<file path="src/supply_gap_pkg.sv">
package supply_gap_pkg;
  // Register map, byte offsets on the serial link.
  localparam logic [7:0] GAP_FILTER_TIME_OFS = 8'h1A;
  localparam logic [7:0] TRIP_THRESHOLD_SELECT_OFS = 8'h1B;
  localparam logic [7:0] MAX_DROP_AFTER_TRIP_OFS = 8'h1C;
  localparam logic [7:0] TRIP_MV_LOW_OFS = 8'h1D;
  localparam logic [7:0] TRIP_MV_HIGH_OFS = 8'h1E;
  localparam logic [7:0] MONITOR_STATUS_OFS = 8'h1F;

  // Reset values and the default device address.
  localparam logic [7:0] GAP_FILTER_TIME_RST = 8'h19;
  localparam logic [7:0] TRIP_THRESHOLD_SELECT_RST = 8'h02;
  localparam logic [7:0] MAX_DROP_AFTER_TRIP_RST = 8'h03;
  localparam logic [6:0] DEVICE_ADDR_DEFAULT = 7'h6B;

  // Threshold select codes and their trip levels in millivolts.
  localparam logic [7:0] SEL_DISABLED = 8'h00;
  localparam logic [7:0] SEL_LEVEL_1 = 8'h01;
  localparam logic [7:0] SEL_LEVEL_2 = 8'h02;
  localparam logic [7:0] SEL_LEVEL_3 = 8'h03;
  localparam logic [7:0] SEL_LEVEL_4 = 8'h04;
  localparam logic [15:0] TRIP_MV_1 = 16'h1336;
  localparam logic [15:0] TRIP_MV_2 = 16'h1225;
  localparam logic [15:0] TRIP_MV_3 = 16'h1114;
  localparam logic [15:0] TRIP_MV_4 = 16'h1000;
  localparam logic [15:0] DROP_MV_PER_COUNT = 16'h0064;

  // Gap filter time base.
  localparam int CLK_MHZ = 25;
  localparam int GAP_UNIT_US = 10;
  localparam int GAP_UNIT_CYCLES = GAP_UNIT_US * CLK_MHZ;

  typedef enum logic [3:0] {
    ST_OFF = 4'h1,
    ST_IDLE = 4'h2,
    ST_WATCH = 4'h4,
    ST_BACKUP = 4'h8
  } monitor_state_t;

  typedef enum logic [6:0] {
    LS_IDLE = 7'h01,
    LS_ADDR = 7'h02,
    LS_ADDR_ACK = 7'h04,
    LS_WR = 7'h08,
    LS_WR_ACK = 7'h10,
    LS_RD = 7'h20,
    LS_RD_ACK = 7'h40
  } link_state_t;
endpackage

</file>
<file path="src/serial_reg_port.sv">
`timescale 1ns/100ps
module serial_reg_port
  import supply_gap_pkg::*;
(
  input wire logic clk_sys_in,
  input wire logic reset_in,
  input wire logic [6:0] dev_addr_in,
  input wire logic scl_in,
  input wire logic sda_in,
  output logic sda_oe_out,
  input wire logic [7:0] rd_data_in,
  output logic [7:0] ptr_out,
  output logic wr_en_out,
  output logic [7:0] wr_data_out
);
  import supply_gap_pkg::*;

  link_state_t state_r;
  logic scl_q_r;
  logic sda_q_r;
  logic [7:0] shift_r;
  logic [3:0] bit_cnt_r;
  logic rw_r;
  logic first_r;
  logic scl_rise;
  logic scl_fall;
  logic start_cond;
  logic stop_cond;

  assign scl_rise = scl_in & ~scl_q_r;
  assign scl_fall = ~scl_in & scl_q_r;
  assign start_cond = scl_in & scl_q_r & sda_q_r & ~sda_in;
  assign stop_cond = scl_in & scl_q_r & ~sda_q_r & sda_in;

  always_ff @(posedge clk_sys_in) begin
    if (reset_in) begin
      scl_q_r <= 1'b1;
      sda_q_r <= 1'b1;
    end else begin
      scl_q_r <= scl_in;
      sda_q_r <= sda_in;
    end
  end

  always_ff @(posedge clk_sys_in) begin
    if (reset_in) begin
      state_r <= LS_IDLE;
      shift_r <= 8'h00;
      bit_cnt_r <= 4'h0;
      rw_r <= 1'b0;
      first_r <= 1'b0;
      sda_oe_out <= 1'b0;
      ptr_out <= 8'h00;
      wr_en_out <= 1'b0;
      wr_data_out <= 8'h00;
    end else begin
      wr_en_out <= 1'b0;
      if (start_cond) begin
        state_r <= LS_ADDR;
        bit_cnt_r <= 4'h0;
        first_r <= 1'b1;
        sda_oe_out <= 1'b0;
      end else if (stop_cond) begin
        state_r <= LS_IDLE;
        sda_oe_out <= 1'b0;
      end else begin
        case (state_r)
          LS_ADDR, LS_WR: begin
            if (scl_rise && bit_cnt_r != 4'h8) begin
              shift_r <= {shift_r[6:0], sda_in};
              bit_cnt_r <= bit_cnt_r + 4'h1;
            end else if (scl_fall && bit_cnt_r == 4'h8) begin
              if (state_r == LS_ADDR) begin
                if (shift_r[7:1] == dev_addr_in) begin
                  rw_r <= shift_r[0];
                  sda_oe_out <= 1'b1;
                  state_r <= LS_ADDR_ACK;
                end else begin
                  state_r <= LS_IDLE;
                end
              end else begin
                // The first written byte only sets the register pointer.
                if (first_r) begin
                  ptr_out <= shift_r;
                end else begin
                  wr_en_out <= 1'b1;
                  wr_data_out <= shift_r;
                end
                first_r <= 1'b0;
                sda_oe_out <= 1'b1;
                state_r <= LS_WR_ACK;
              end
            end
          end
          LS_ADDR_ACK: begin
            if (scl_fall) begin
              bit_cnt_r <= 4'h0;
              if (rw_r) begin
                shift_r <= rd_data_in;
                sda_oe_out <= ~rd_data_in[7];
                state_r <= LS_RD;
              end else begin
                sda_oe_out <= 1'b0;
                state_r <= LS_WR;
              end
            end
          end
          LS_WR_ACK: begin
            if (scl_fall) begin
              if (!first_r && wr_en_out == 1'b0) begin
                ptr_out <= ptr_out;
              end
              sda_oe_out <= 1'b0;
              bit_cnt_r <= 4'h0;
              state_r <= LS_WR;
            end
          end
          LS_RD: begin
            if (scl_fall) begin
              if (bit_cnt_r == 4'h7) begin
                sda_oe_out <= 1'b0;
                state_r <= LS_RD_ACK;
              end else begin
                shift_r <= {shift_r[6:0], 1'b0};
                sda_oe_out <= ~shift_r[6];
                bit_cnt_r <= bit_cnt_r + 4'h1;
              end
            end
          end
          LS_RD_ACK: begin
            // The pointer advances on the master's acknowledge so the next byte is ready at the fall.
            if (scl_rise) begin
              if (sda_in) begin
                state_r <= LS_IDLE;
              end else begin
                ptr_out <= ptr_out + 8'h01;
              end
            end else if (scl_fall) begin
              shift_r <= rd_data_in;
              sda_oe_out <= ~rd_data_in[7];
              bit_cnt_r <= 4'h0;
              state_r <= LS_RD;
            end
          end
          default: begin
            sda_oe_out <= 1'b0;
          end
        endcase
        if (wr_en_out) begin
          ptr_out <= ptr_out + 8'h01;
        end
      end
    end
  end
endmodule // serial_reg_port

</file>
<file path="src/supply_gap_monitor.sv">
`timescale 1ns/100ps
module supply_gap_monitor
  import supply_gap_pkg::*;
#(
  parameter logic [6:0] DEVICE_ADDR = supply_gap_pkg::DEVICE_ADDR_DEFAULT
)
(
  input wire logic clk_sys_in,
  input wire logic reset_in,
  input wire logic scl_in,
  input wire logic sda_in,
  output logic sda_out,
  output logic sda_oe_out,
  input wire logic [12:0] supply_mv_in,
  output logic battery_backup_out,
  output logic battery_connect_out,
  output logic charge_enable_out,
  output logic monitor_active_out,
  output logic [12:0] trip_mv_out
);
  import supply_gap_pkg::*;

  logic [7:0] gap_filter_time_r;
  logic [7:0] trip_threshold_select_r;
  logic [7:0] max_drop_after_trip_r;
  logic [7:0] ptr;
  logic [7:0] wr_data;
  logic wr_en;
  logic [7:0] rd_data;
  monitor_state_t state_r;
  monitor_state_t state_nxt;
  logic [8:0] unit_cnt_r;
  logic [8:0] gap_units_r;
  logic unit_tick;
  logic [15:0] trip_level;
  logic [15:0] supply_wide;
  logic below_trip;
  logic drop_hit;
  logic time_hit;

  function automatic logic [15:0] trip_level_mv(input logic [7:0] sel);
    case (sel)
      SEL_LEVEL_1: trip_level_mv = TRIP_MV_1;
      SEL_LEVEL_2: trip_level_mv = TRIP_MV_2;
      SEL_LEVEL_3: trip_level_mv = TRIP_MV_3;
      SEL_LEVEL_4: trip_level_mv = TRIP_MV_4;
      default: trip_level_mv = 16'h0000;
    endcase
  endfunction

  serial_reg_port u_port (
    .clk_sys_in(clk_sys_in),
    .reset_in(reset_in),
    .dev_addr_in(DEVICE_ADDR),
    .scl_in(scl_in),
    .sda_in(sda_in),
    .sda_oe_out(sda_oe_out),
    .rd_data_in(rd_data),
    .ptr_out(ptr),
    .wr_en_out(wr_en),
    .wr_data_out(wr_data)
  );

  // The pin is open drain: the driven level is always low.
  always_ff @(posedge clk_sys_in) begin
    sda_out <= 1'b0;
  end

  always_ff @(posedge clk_sys_in) begin
    if (reset_in) begin
      gap_filter_time_r <= GAP_FILTER_TIME_RST;
      trip_threshold_select_r <= TRIP_THRESHOLD_SELECT_RST;
      max_drop_after_trip_r <= MAX_DROP_AFTER_TRIP_RST;
    end else if (wr_en) begin
      case (ptr)
        GAP_FILTER_TIME_OFS: gap_filter_time_r <= wr_data;
        TRIP_THRESHOLD_SELECT_OFS: trip_threshold_select_r <= wr_data;
        // Values outside one to nine are stored as written; the host keeps the range.
        MAX_DROP_AFTER_TRIP_OFS: max_drop_after_trip_r <= wr_data;
        default: begin
        end
      endcase
    end
  end

  always_comb begin
    case (ptr)
      GAP_FILTER_TIME_OFS: rd_data = gap_filter_time_r;
      TRIP_THRESHOLD_SELECT_OFS: rd_data = trip_threshold_select_r;
      MAX_DROP_AFTER_TRIP_OFS: rd_data = max_drop_after_trip_r;
      TRIP_MV_LOW_OFS: rd_data = trip_mv_out[7:0];
      TRIP_MV_HIGH_OFS: rd_data = {3'h0, trip_mv_out[12:8]};
      MONITOR_STATUS_OFS: rd_data = {4'h0, state_r};
      default: rd_data = 8'h00;
    endcase
  end

  assign trip_level = trip_level_mv(trip_threshold_select_r);
  assign supply_wide = {3'h0, supply_mv_in};
  assign below_trip = supply_wide < trip_level;
  // A drop strictly larger than the allowed amount engages the battery.
  assign drop_hit = (supply_wide + (16'(max_drop_after_trip_r) * DROP_MV_PER_COUNT)) < trip_level;
  assign time_hit = gap_units_r >= {1'b0, gap_filter_time_r};
  assign unit_tick = unit_cnt_r == 9'(GAP_UNIT_CYCLES - 1);

  // The time base restarts with each gap so the window is not shortened by a stale phase.
  always_ff @(posedge clk_sys_in) begin
    if (reset_in || state_r != ST_WATCH) begin
      unit_cnt_r <= 9'h000;
      gap_units_r <= 9'h000;
    end else if (unit_tick) begin
      unit_cnt_r <= 9'h000;
      if (gap_units_r != 9'h1FF) begin
        gap_units_r <= gap_units_r + 9'h001;
      end
    end else begin
      unit_cnt_r <= unit_cnt_r + 9'h001;
    end
  end

  always_comb begin
    state_nxt = state_r;
    if (trip_threshold_select_r == SEL_DISABLED) begin
      state_nxt = ST_OFF;
    end else begin
      case (state_r)
        ST_OFF: state_nxt = ST_IDLE;
        ST_IDLE: begin
          if (below_trip) begin
            state_nxt = ST_WATCH;
          end
        end
        ST_WATCH: begin
          if (!below_trip) begin
            state_nxt = ST_IDLE;
          end else if (time_hit || drop_hit) begin
            state_nxt = ST_BACKUP;
          end
        end
        ST_BACKUP: begin
          if (!below_trip) begin
            state_nxt = ST_IDLE;
          end
        end
        default: state_nxt = ST_OFF;
      endcase
    end
  end

  always_ff @(posedge clk_sys_in) begin
    if (reset_in) begin
      state_r <= ST_OFF;
    end else begin
      state_r <= state_nxt;
    end
  end

  always_ff @(posedge clk_sys_in) begin
    if (reset_in) begin
      trip_mv_out <= 13'h0000;
    end else if (state_r == ST_IDLE && state_nxt == ST_WATCH) begin
      trip_mv_out <= supply_mv_in;
    end
  end

  always_ff @(posedge clk_sys_in) begin
    if (reset_in) begin
      battery_backup_out <= 1'b0;
      battery_connect_out <= 1'b0;
      charge_enable_out <= 1'b0;
      monitor_active_out <= 1'b0;
    end else begin
      battery_backup_out <= state_nxt == ST_BACKUP;
      battery_connect_out <= state_nxt != ST_OFF;
      charge_enable_out <= state_nxt != ST_OFF && state_nxt != ST_BACKUP;
      monitor_active_out <= state_nxt != ST_OFF;
    end
  end

  filter_reset_a: assert property (@(posedge clk_sys_in) reset_in |=> gap_filter_time_r == GAP_FILTER_TIME_RST)
    else $error("gap filter time not at reset value");
  drop_reset_a: assert property (@(posedge clk_sys_in) reset_in |=> max_drop_after_trip_r == MAX_DROP_AFTER_TRIP_RST)
    else $error("max drop not at reset value");
  disabled_off_a: assert property (@(posedge clk_sys_in) disable iff (reset_in)
    trip_threshold_select_r == SEL_DISABLED |=> !battery_backup_out && !monitor_active_out)
    else $error("backup active while monitoring disabled");
  battery_isolated_a: assert property (@(posedge clk_sys_in) disable iff (reset_in)
    trip_threshold_select_r == SEL_DISABLED |=> !battery_connect_out && !charge_enable_out)
    else $error("battery touched while monitoring disabled");
  short_gap_a: assert property (@(posedge clk_sys_in) disable iff (reset_in)
    state_r == ST_WATCH && !time_hit && !drop_hit |=> !battery_backup_out)
    else $error("backup engaged before filter time");
  fire_only_a: assert property (@(posedge clk_sys_in) disable iff (reset_in)
    state_r == ST_IDLE ##1 state_r == ST_WATCH |-> !battery_backup_out)
    else $error("comparator firing engaged backup directly");
  capture_trip_a: assert property (@(posedge clk_sys_in) disable iff (reset_in)
    state_r == ST_IDLE && below_trip && trip_threshold_select_r != SEL_DISABLED |=> trip_mv_out == $past(supply_mv_in))
    else $error("trip voltage not captured");
  timeout_engage_a: assert property (@(posedge clk_sys_in) disable iff (reset_in)
    state_r == ST_WATCH && below_trip && gap_units_r >= {1'b0, gap_filter_time_r}
    && trip_threshold_select_r != SEL_DISABLED |=> battery_backup_out)
    else $error("backup not engaged after filter time");
  drop_engage_a: assert property (@(posedge clk_sys_in) disable iff (reset_in)
    state_r == ST_WATCH && drop_hit && trip_threshold_select_r != SEL_DISABLED |=> battery_backup_out)
    else $error("backup not engaged on excess drop");
  recover_gap_a: assert property (@(posedge clk_sys_in) disable iff (reset_in)
    state_r == ST_WATCH && !below_trip && trip_threshold_select_r != SEL_DISABLED
    |=> state_r == ST_IDLE && !battery_backup_out)
    else $error("recovery did not abandon gap evaluation");
  unit_period_a: assert property (@(posedge clk_sys_in) disable iff (reset_in)
    state_r == ST_WATCH && gap_units_r == 9'h000 && unit_cnt_r == 9'h000 && state_nxt == ST_WATCH
    |=> gap_units_r == 9'h000)
    else $error("filter unit counted too early");
endmodule // supply_gap_monitor

</file>
<file path="config.mk">
export PLATFORM = sky130hd
export DESIGN_NAME = supply_gap_monitor
export DESIGN_NICKNAME = d
export VERILOG_FILES = /design/src/supply_gap_pkg.sv /design/src/serial_reg_port.sv /design/src/supply_gap_monitor.sv
export SDC_FILE = /design/constraint.sdc
export NUM_CORES = 1
export LEC_CHECK = 0
export BUFFER_PORTS_ARGS = -buffer_cell sky130_fd_sc_hd__clkbuf_2
export CORE_AREA = 2 2 141 143
export DETAILED_ROUTE_END_ITERATION = 10
export DIE_AREA = 0 0 143 145
export PLACE_DENSITY = 0.6
export SKIP_LAST_GASP = 1
export SYNTH_ARGS = -nofsm -noshare
export SYNTH_HDL_FRONTEND = slang
export SYNTH_HIERARCHICAL = 1
export SYNTH_SLANG_ARGS = --single-unit
</file>
<file path="constraint.sdc">
create_clock -name clk_sys_in -period 7.9 [get_ports clk_sys_in]
set_input_delay 1.185 -clock clk_sys_in [delete_from_list [all_inputs] [get_ports clk_sys_in]]
set_output_delay 1.185 -clock clk_sys_in [all_outputs]
set_load 0.005 [all_outputs]
</file>
==> parameters.txt <==
Parameter                              Value

Timing
  Final TNS setup ... 0 ns
  Worst-case setup margin in the final layout ... 2.757 ns
  Final clock skew ... 0.009419 ns
  Final hold viol count ... 0
  Number of endpoints failing setup at the final stage ... 0
  Max Slew Vio Count ... 0
  Setup repair after global routing missed its margin ... no
  Share of the clock period used by the worst path after layout ... 65.10%
  Final period demand of the worst path ... 5.143 ns
  Relative slew slack ... 36.55%
  Actual transition at the worst max-transition pin ... 0.9466 ns
  Maximum clock frequency ... 0.1944 GHz

Synth
  Largest area contributor in the synthesized netlist ... sky130_fd_sc_hd__dfxtp_1
  Syn avg cell area ... 8.908 um2
  Most frequently used flop master after synthesis ... sky130_fd_sc_hd__dfxtp_1
  Share of flip-flops with an asynchronous set or reset ... 0%
  Synthesized cell area ... 7376 um2
  Synth top area share ... 27.96%
  YS warnings ... 6
  Number of storage elements in the synthesis netlist ... 103
  Cells taking the most area after synthesis ... sky130_fd_sc_hd__dfxtp_1 28%, sky130_fd_sc_hd__ha_1 12%, sky130_fd_sc_hd__mux2i_1 9.9%
  Gate Count Post-Synth ... 828
  Cell variety after synth ... 88
  Share of the yosys chip area belonging to registers ... 27.96%
  Post-synth EDFFs ... 0

CTS
  Number of clock buffers inserted by TritonCTS ... 9
  Htree depth ... 3
  Clk Latency, worst-skew pair ... 0.36 ns
  Clock sink count ... 103
  Clock-pin slew on the worst setup and hold paths ... 0.08 ns
  Total of hold buffers inserted after clock tree synthesis ... 0
  Maximum buffer depth of the clock tree ... 2
  Clock tree from TritonCTS ... done
  Number of setup buffers added after CTS ... 0
  Post-cts sizing count ... 0
  Master cell of the clock root buffer ... sky130_fd_sc_hd__clkbuf_16

Die
  I/O pin count ... 36
  Core ar. ... 19,210 um2
  Effective utilization at floorplan ... 38.40%
  Row cnt ... 51
  Die outline area ... 20,740 um2
  Die boundary height ... 145 um
  Floorplan die width ... 143 um

Pwr
  Power density over cell area ... 145.5 nW/um2
  Switching power ... 328.4 uW
  Relative contribution of the clock network to total power ... 40.4%
  Leakage ... 0.003295 uW
  Sequential cell fraction of total power ... 47.2%
  Max VDD drop ... 0.0001097 V
  Switching Fraction ... 28.14%
  Cell internal power dissipation ... 838.7 uW
  Power share of the combinational group ... 12.4%

Drt
  Routed Wire Length ... 18,750 um
  DRC violation count after routing ... 0
  Post-detailed-route count of antenna-violating nets ... 0
  Starting DRC count in detailed routing ... 394
  TritonRoute pass-1 iters ... 5
  Number of vias per cell after detailed routing ... 5.522
  Detailed-route via count ... 6,151
  Avg WL per Cell ... 16.83 um

Placed design
  Placer's final routability congestion estimate ... 0.8804
  Half-perimeter wire length after placement ... 14,180 um
  Port Buffers ... 34
  Area after DPL ... 7716 um2
  Worst slack at placement ... 2.803 ns

Worst setup path
  Worst-path maximum fanout ... 7
  Element type at the critical path end ... flip-flop
  Setup slack of the most critical reg-to-reg path ... 2.76 ns
  CP Data Required Time ... 8.11 ns
  Startpoint class of the critical path ... flip-flop
  Worst Path Arrival ... 5.35 ns
  Critical Setup Path Class ... reg2reg

Final layout
  Layout area overhead ... 8.770%
  Total non-filler cell area in the finished layout ... 8023 um2
  Number of filler instances in the final layout ... 1,921
  Layout net count ... 937
  Layout cells sized above 1 ... 11.54%
  Diodes inserted ... 0

GRT
  Most Crowded Layer GR ... met2
  Total Routing Usage GR ... 18.33%
  Largest net degree at the start of global routing ... 36
  Met2 track utilization from global routing ... 29.71%
  Via count of the first global-routing pass ... 5,785
  First-pass GRT wire length ... 30,500 um
  Overflow after GRT ... 0
  Met1 track demand over resource in global routing ... 25.26%
  Fraction of met3 tracks used by global routing ... 1.749%
  Number of antenna violations at the first check in global routing ... 0

Min path
  Min-delay worst type ... reg2reg

Run
  Total of max-cap violations ... 0

Run status
  Outcome ... finished clean
## per-layer routing
metal  share of wire, %  wire length (um)
met1                 48              8910
met2                 46              8662
met3                3.8               712
met4                2.5               463
met5                  0                 0
## placed cells by master, fill, tap and decap left out, types with 5 or more instances in the layout
cell type | synthesis | routed
sky130_fd_sc_hd__nand4_1 | 17 | 17
sky130_fd_sc_hd__mux2i_1 | 73 | 73
sky130_fd_sc_hd__a211oi_1 | 5 | 5
sky130_fd_sc_hd__xor2_1 | 22 | 22
sky130_fd_sc_hd__or2_2 | 6 | 6
sky130_fd_sc_hd__o21ai_0 | 20 | 20
sky130_fd_sc_hd__nand3_1 | 21 | 21
sky130_fd_sc_hd__o31ai_2 | 6 | 6
sky130_fd_sc_hd__nor3b_1 | 5 | 5
sky130_fd_sc_hd__buf_4 | 4 | 5
sky130_fd_sc_hd__a21oi_1 | 28 | 28
sky130_fd_sc_hd__nor3_1 | 17 | 17
sky130_fd_sc_hd__conb_1 | 2 | 8
sky130_fd_sc_hd__inv_1 | 46 | 46
sky130_fd_sc_hd__xnor2_1 | 21 | 21
sky130_fd_sc_hd__nor4_1 | 8 | 8
sky130_fd_sc_hd__nand2_1 | 39 | 39
sky130_fd_sc_hd__or3_1 | 6 | 6
sky130_fd_sc_hd__nand2b_1 | 10 | 10
sky130_fd_sc_hd__o211ai_1 | 11 | 11
sky130_fd_sc_hd__ha_1 | 72 | 72
sky130_fd_sc_hd__and4_1 | 5 | 5
sky130_fd_sc_hd__a211oi_2 | 8 | 8
sky130_fd_sc_hd__clkbuf_16 | 0 | 9
sky130_fd_sc_hd__a31oi_1 | 16 | 16
sky130_fd_sc_hd__nor2_1 | 86 | 86
sky130_fd_sc_hd__and3_1 | 7 | 7
sky130_fd_sc_hd__a21o_1 | 8 | 8
sky130_fd_sc_hd__o22ai_1 | 12 | 12
sky130_fd_sc_hd__o21ai_1 | 5 | 5
sky130_fd_sc_hd__clkbuf_2 | 0 | 34
sky130_fd_sc_hd__nand3b_1 | 8 | 8
sky130_fd_sc_hd__nor2b_1 | 8 | 8
sky130_fd_sc_hd__dfxtp_1 | 103 | 103
## final cells by class
cell class	instances	area (um2)	area share (%)
clock buffer	9	225.2	2.807
clock inverter	7	81.33	1.014
tap	265	331.6	4.133
timing repair buffer	39	207.7	2.589
inverter	46	172.7	2.152
sequential	103	2062	25.70
multi-input combinational	645	4942	61.60
## state kept, by name, summed over array words and instances (netlist names), 7 cells and up
signal                   flops
gap_filter_time_r            8
gap_units_r                  9
max_drop_after_trip_r        8
trip_mv_out                 13
trip_threshold_select_r      8
u_port/ptr_out               8
u_port/shift_r               8
u_port/state_r               7
u_port/wr_data_out           8
unit_cnt_r                   9
## cell usage after synthesis, drive strengths merged, types with 7 or more instances
master	n
dfxtp	103
nor2	87
mux2i	73
ha	72
inv	46
nand2	39
a21oi	29
o21ai	26
buf	23
xor2	22
nand3	21
xnor2	21
nand4	18
nor3	18
a31oi	17
clkbuf	17
a211oi	13
nor4	12
o22ai	12
o211ai	11
nand2b	10
o31ai	10
a21o	8
and3	8
nand3b	8
nor2b	8
or2	7
or3	7
## worst max-delay path: stages, from the launching register on
cell and delay [ns]:
sky130_fd_sc_hd__dfxtp_1 0.43, sky130_fd_sc_hd__ha_1 0.28, sky130_fd_sc_hd__ha_1 0.28, sky130_fd_sc_hd__inv_1 0.05
sky130_fd_sc_hd__fa_1 0.49, sky130_fd_sc_hd__inv_1 0.04, sky130_fd_sc_hd__ha_1 0.33, sky130_fd_sc_hd__nand3_1 0.09
sky130_fd_sc_hd__o211ai_1 0.20, sky130_fd_sc_hd__nor2_1 0.08, sky130_fd_sc_hd__xnor2_1 0.13, sky130_fd_sc_hd__ha_1 0.36
sky130_fd_sc_hd__a21o_1 0.21, sky130_fd_sc_hd__a41oi_1 0.26, sky130_fd_sc_hd__xnor2_1 0.17, sky130_fd_sc_hd__ha_1 0.25
sky130_fd_sc_hd__nor2_1 0.13, sky130_fd_sc_hd__inv_1 0.06, sky130_fd_sc_hd__a41oi_1 0.15, sky130_fd_sc_hd__a311oi_1 0.07
sky130_fd_sc_hd__nor4_1 0.76, sky130_fd_sc_hd__a311oi_1 0.18
## final timing paths
check	startpoint	cells past startpoint	end
min reg2reg	u_port/sda_oe_out	2	u_port/sda_oe_out
max	max_drop_after_trip_r[4]	21	charge_enable_out
max reg2reg	max_drop_after_trip_r[4]	21	charge_enable_out
min	u_port/sda_oe_out	2	u_port/sda_oe_out
## cell families after synthesis
kind of cell | after synthesis | synth area share [%]
other | 2 | 0.1018
AO/OA/AOI/OAI | 170 | 16.88
buffers and inverters | 86 | 5.344
adder cells (fa/ha/maj) | 76 | 13.30
multiplexers | 78 | 11.28
XOR/XNOR | 43 | 5.106
AND/OR/NAND/NOR | 270 | 20.03
flip-flops | 103 | 27.96
## power groups by stage
stage | clock network (uW) | registers (uW) | logic [uW]
detailed placement | 0 | 563 | 143
global placement | 0 | 563 | 143
finish | 471 | 551 | 145
global route | 505 | 553 | 161
CTS | 483 | 551 | 144
floorplan | 0 | 554 | 109
## stage by stage
stage / util, % / hold WS, ns / total power [uW] / std cells
final: 41.77 / 0.4721 / 1167 / 1114
after global routing: 41.77 / 0.4903 / 1218 / 1114
after CTS: 41.77 / 0.4775 / 1177 / 1114
after detailed placement: 40.17 / 0.4590 / 706.0 / 1098
after global placement: 40.17 / 0.4635 / 706.0 / 1098
after floorplan: - / 0.4445 / 662.5 / 834
Power figures use the tool's default switching activity.
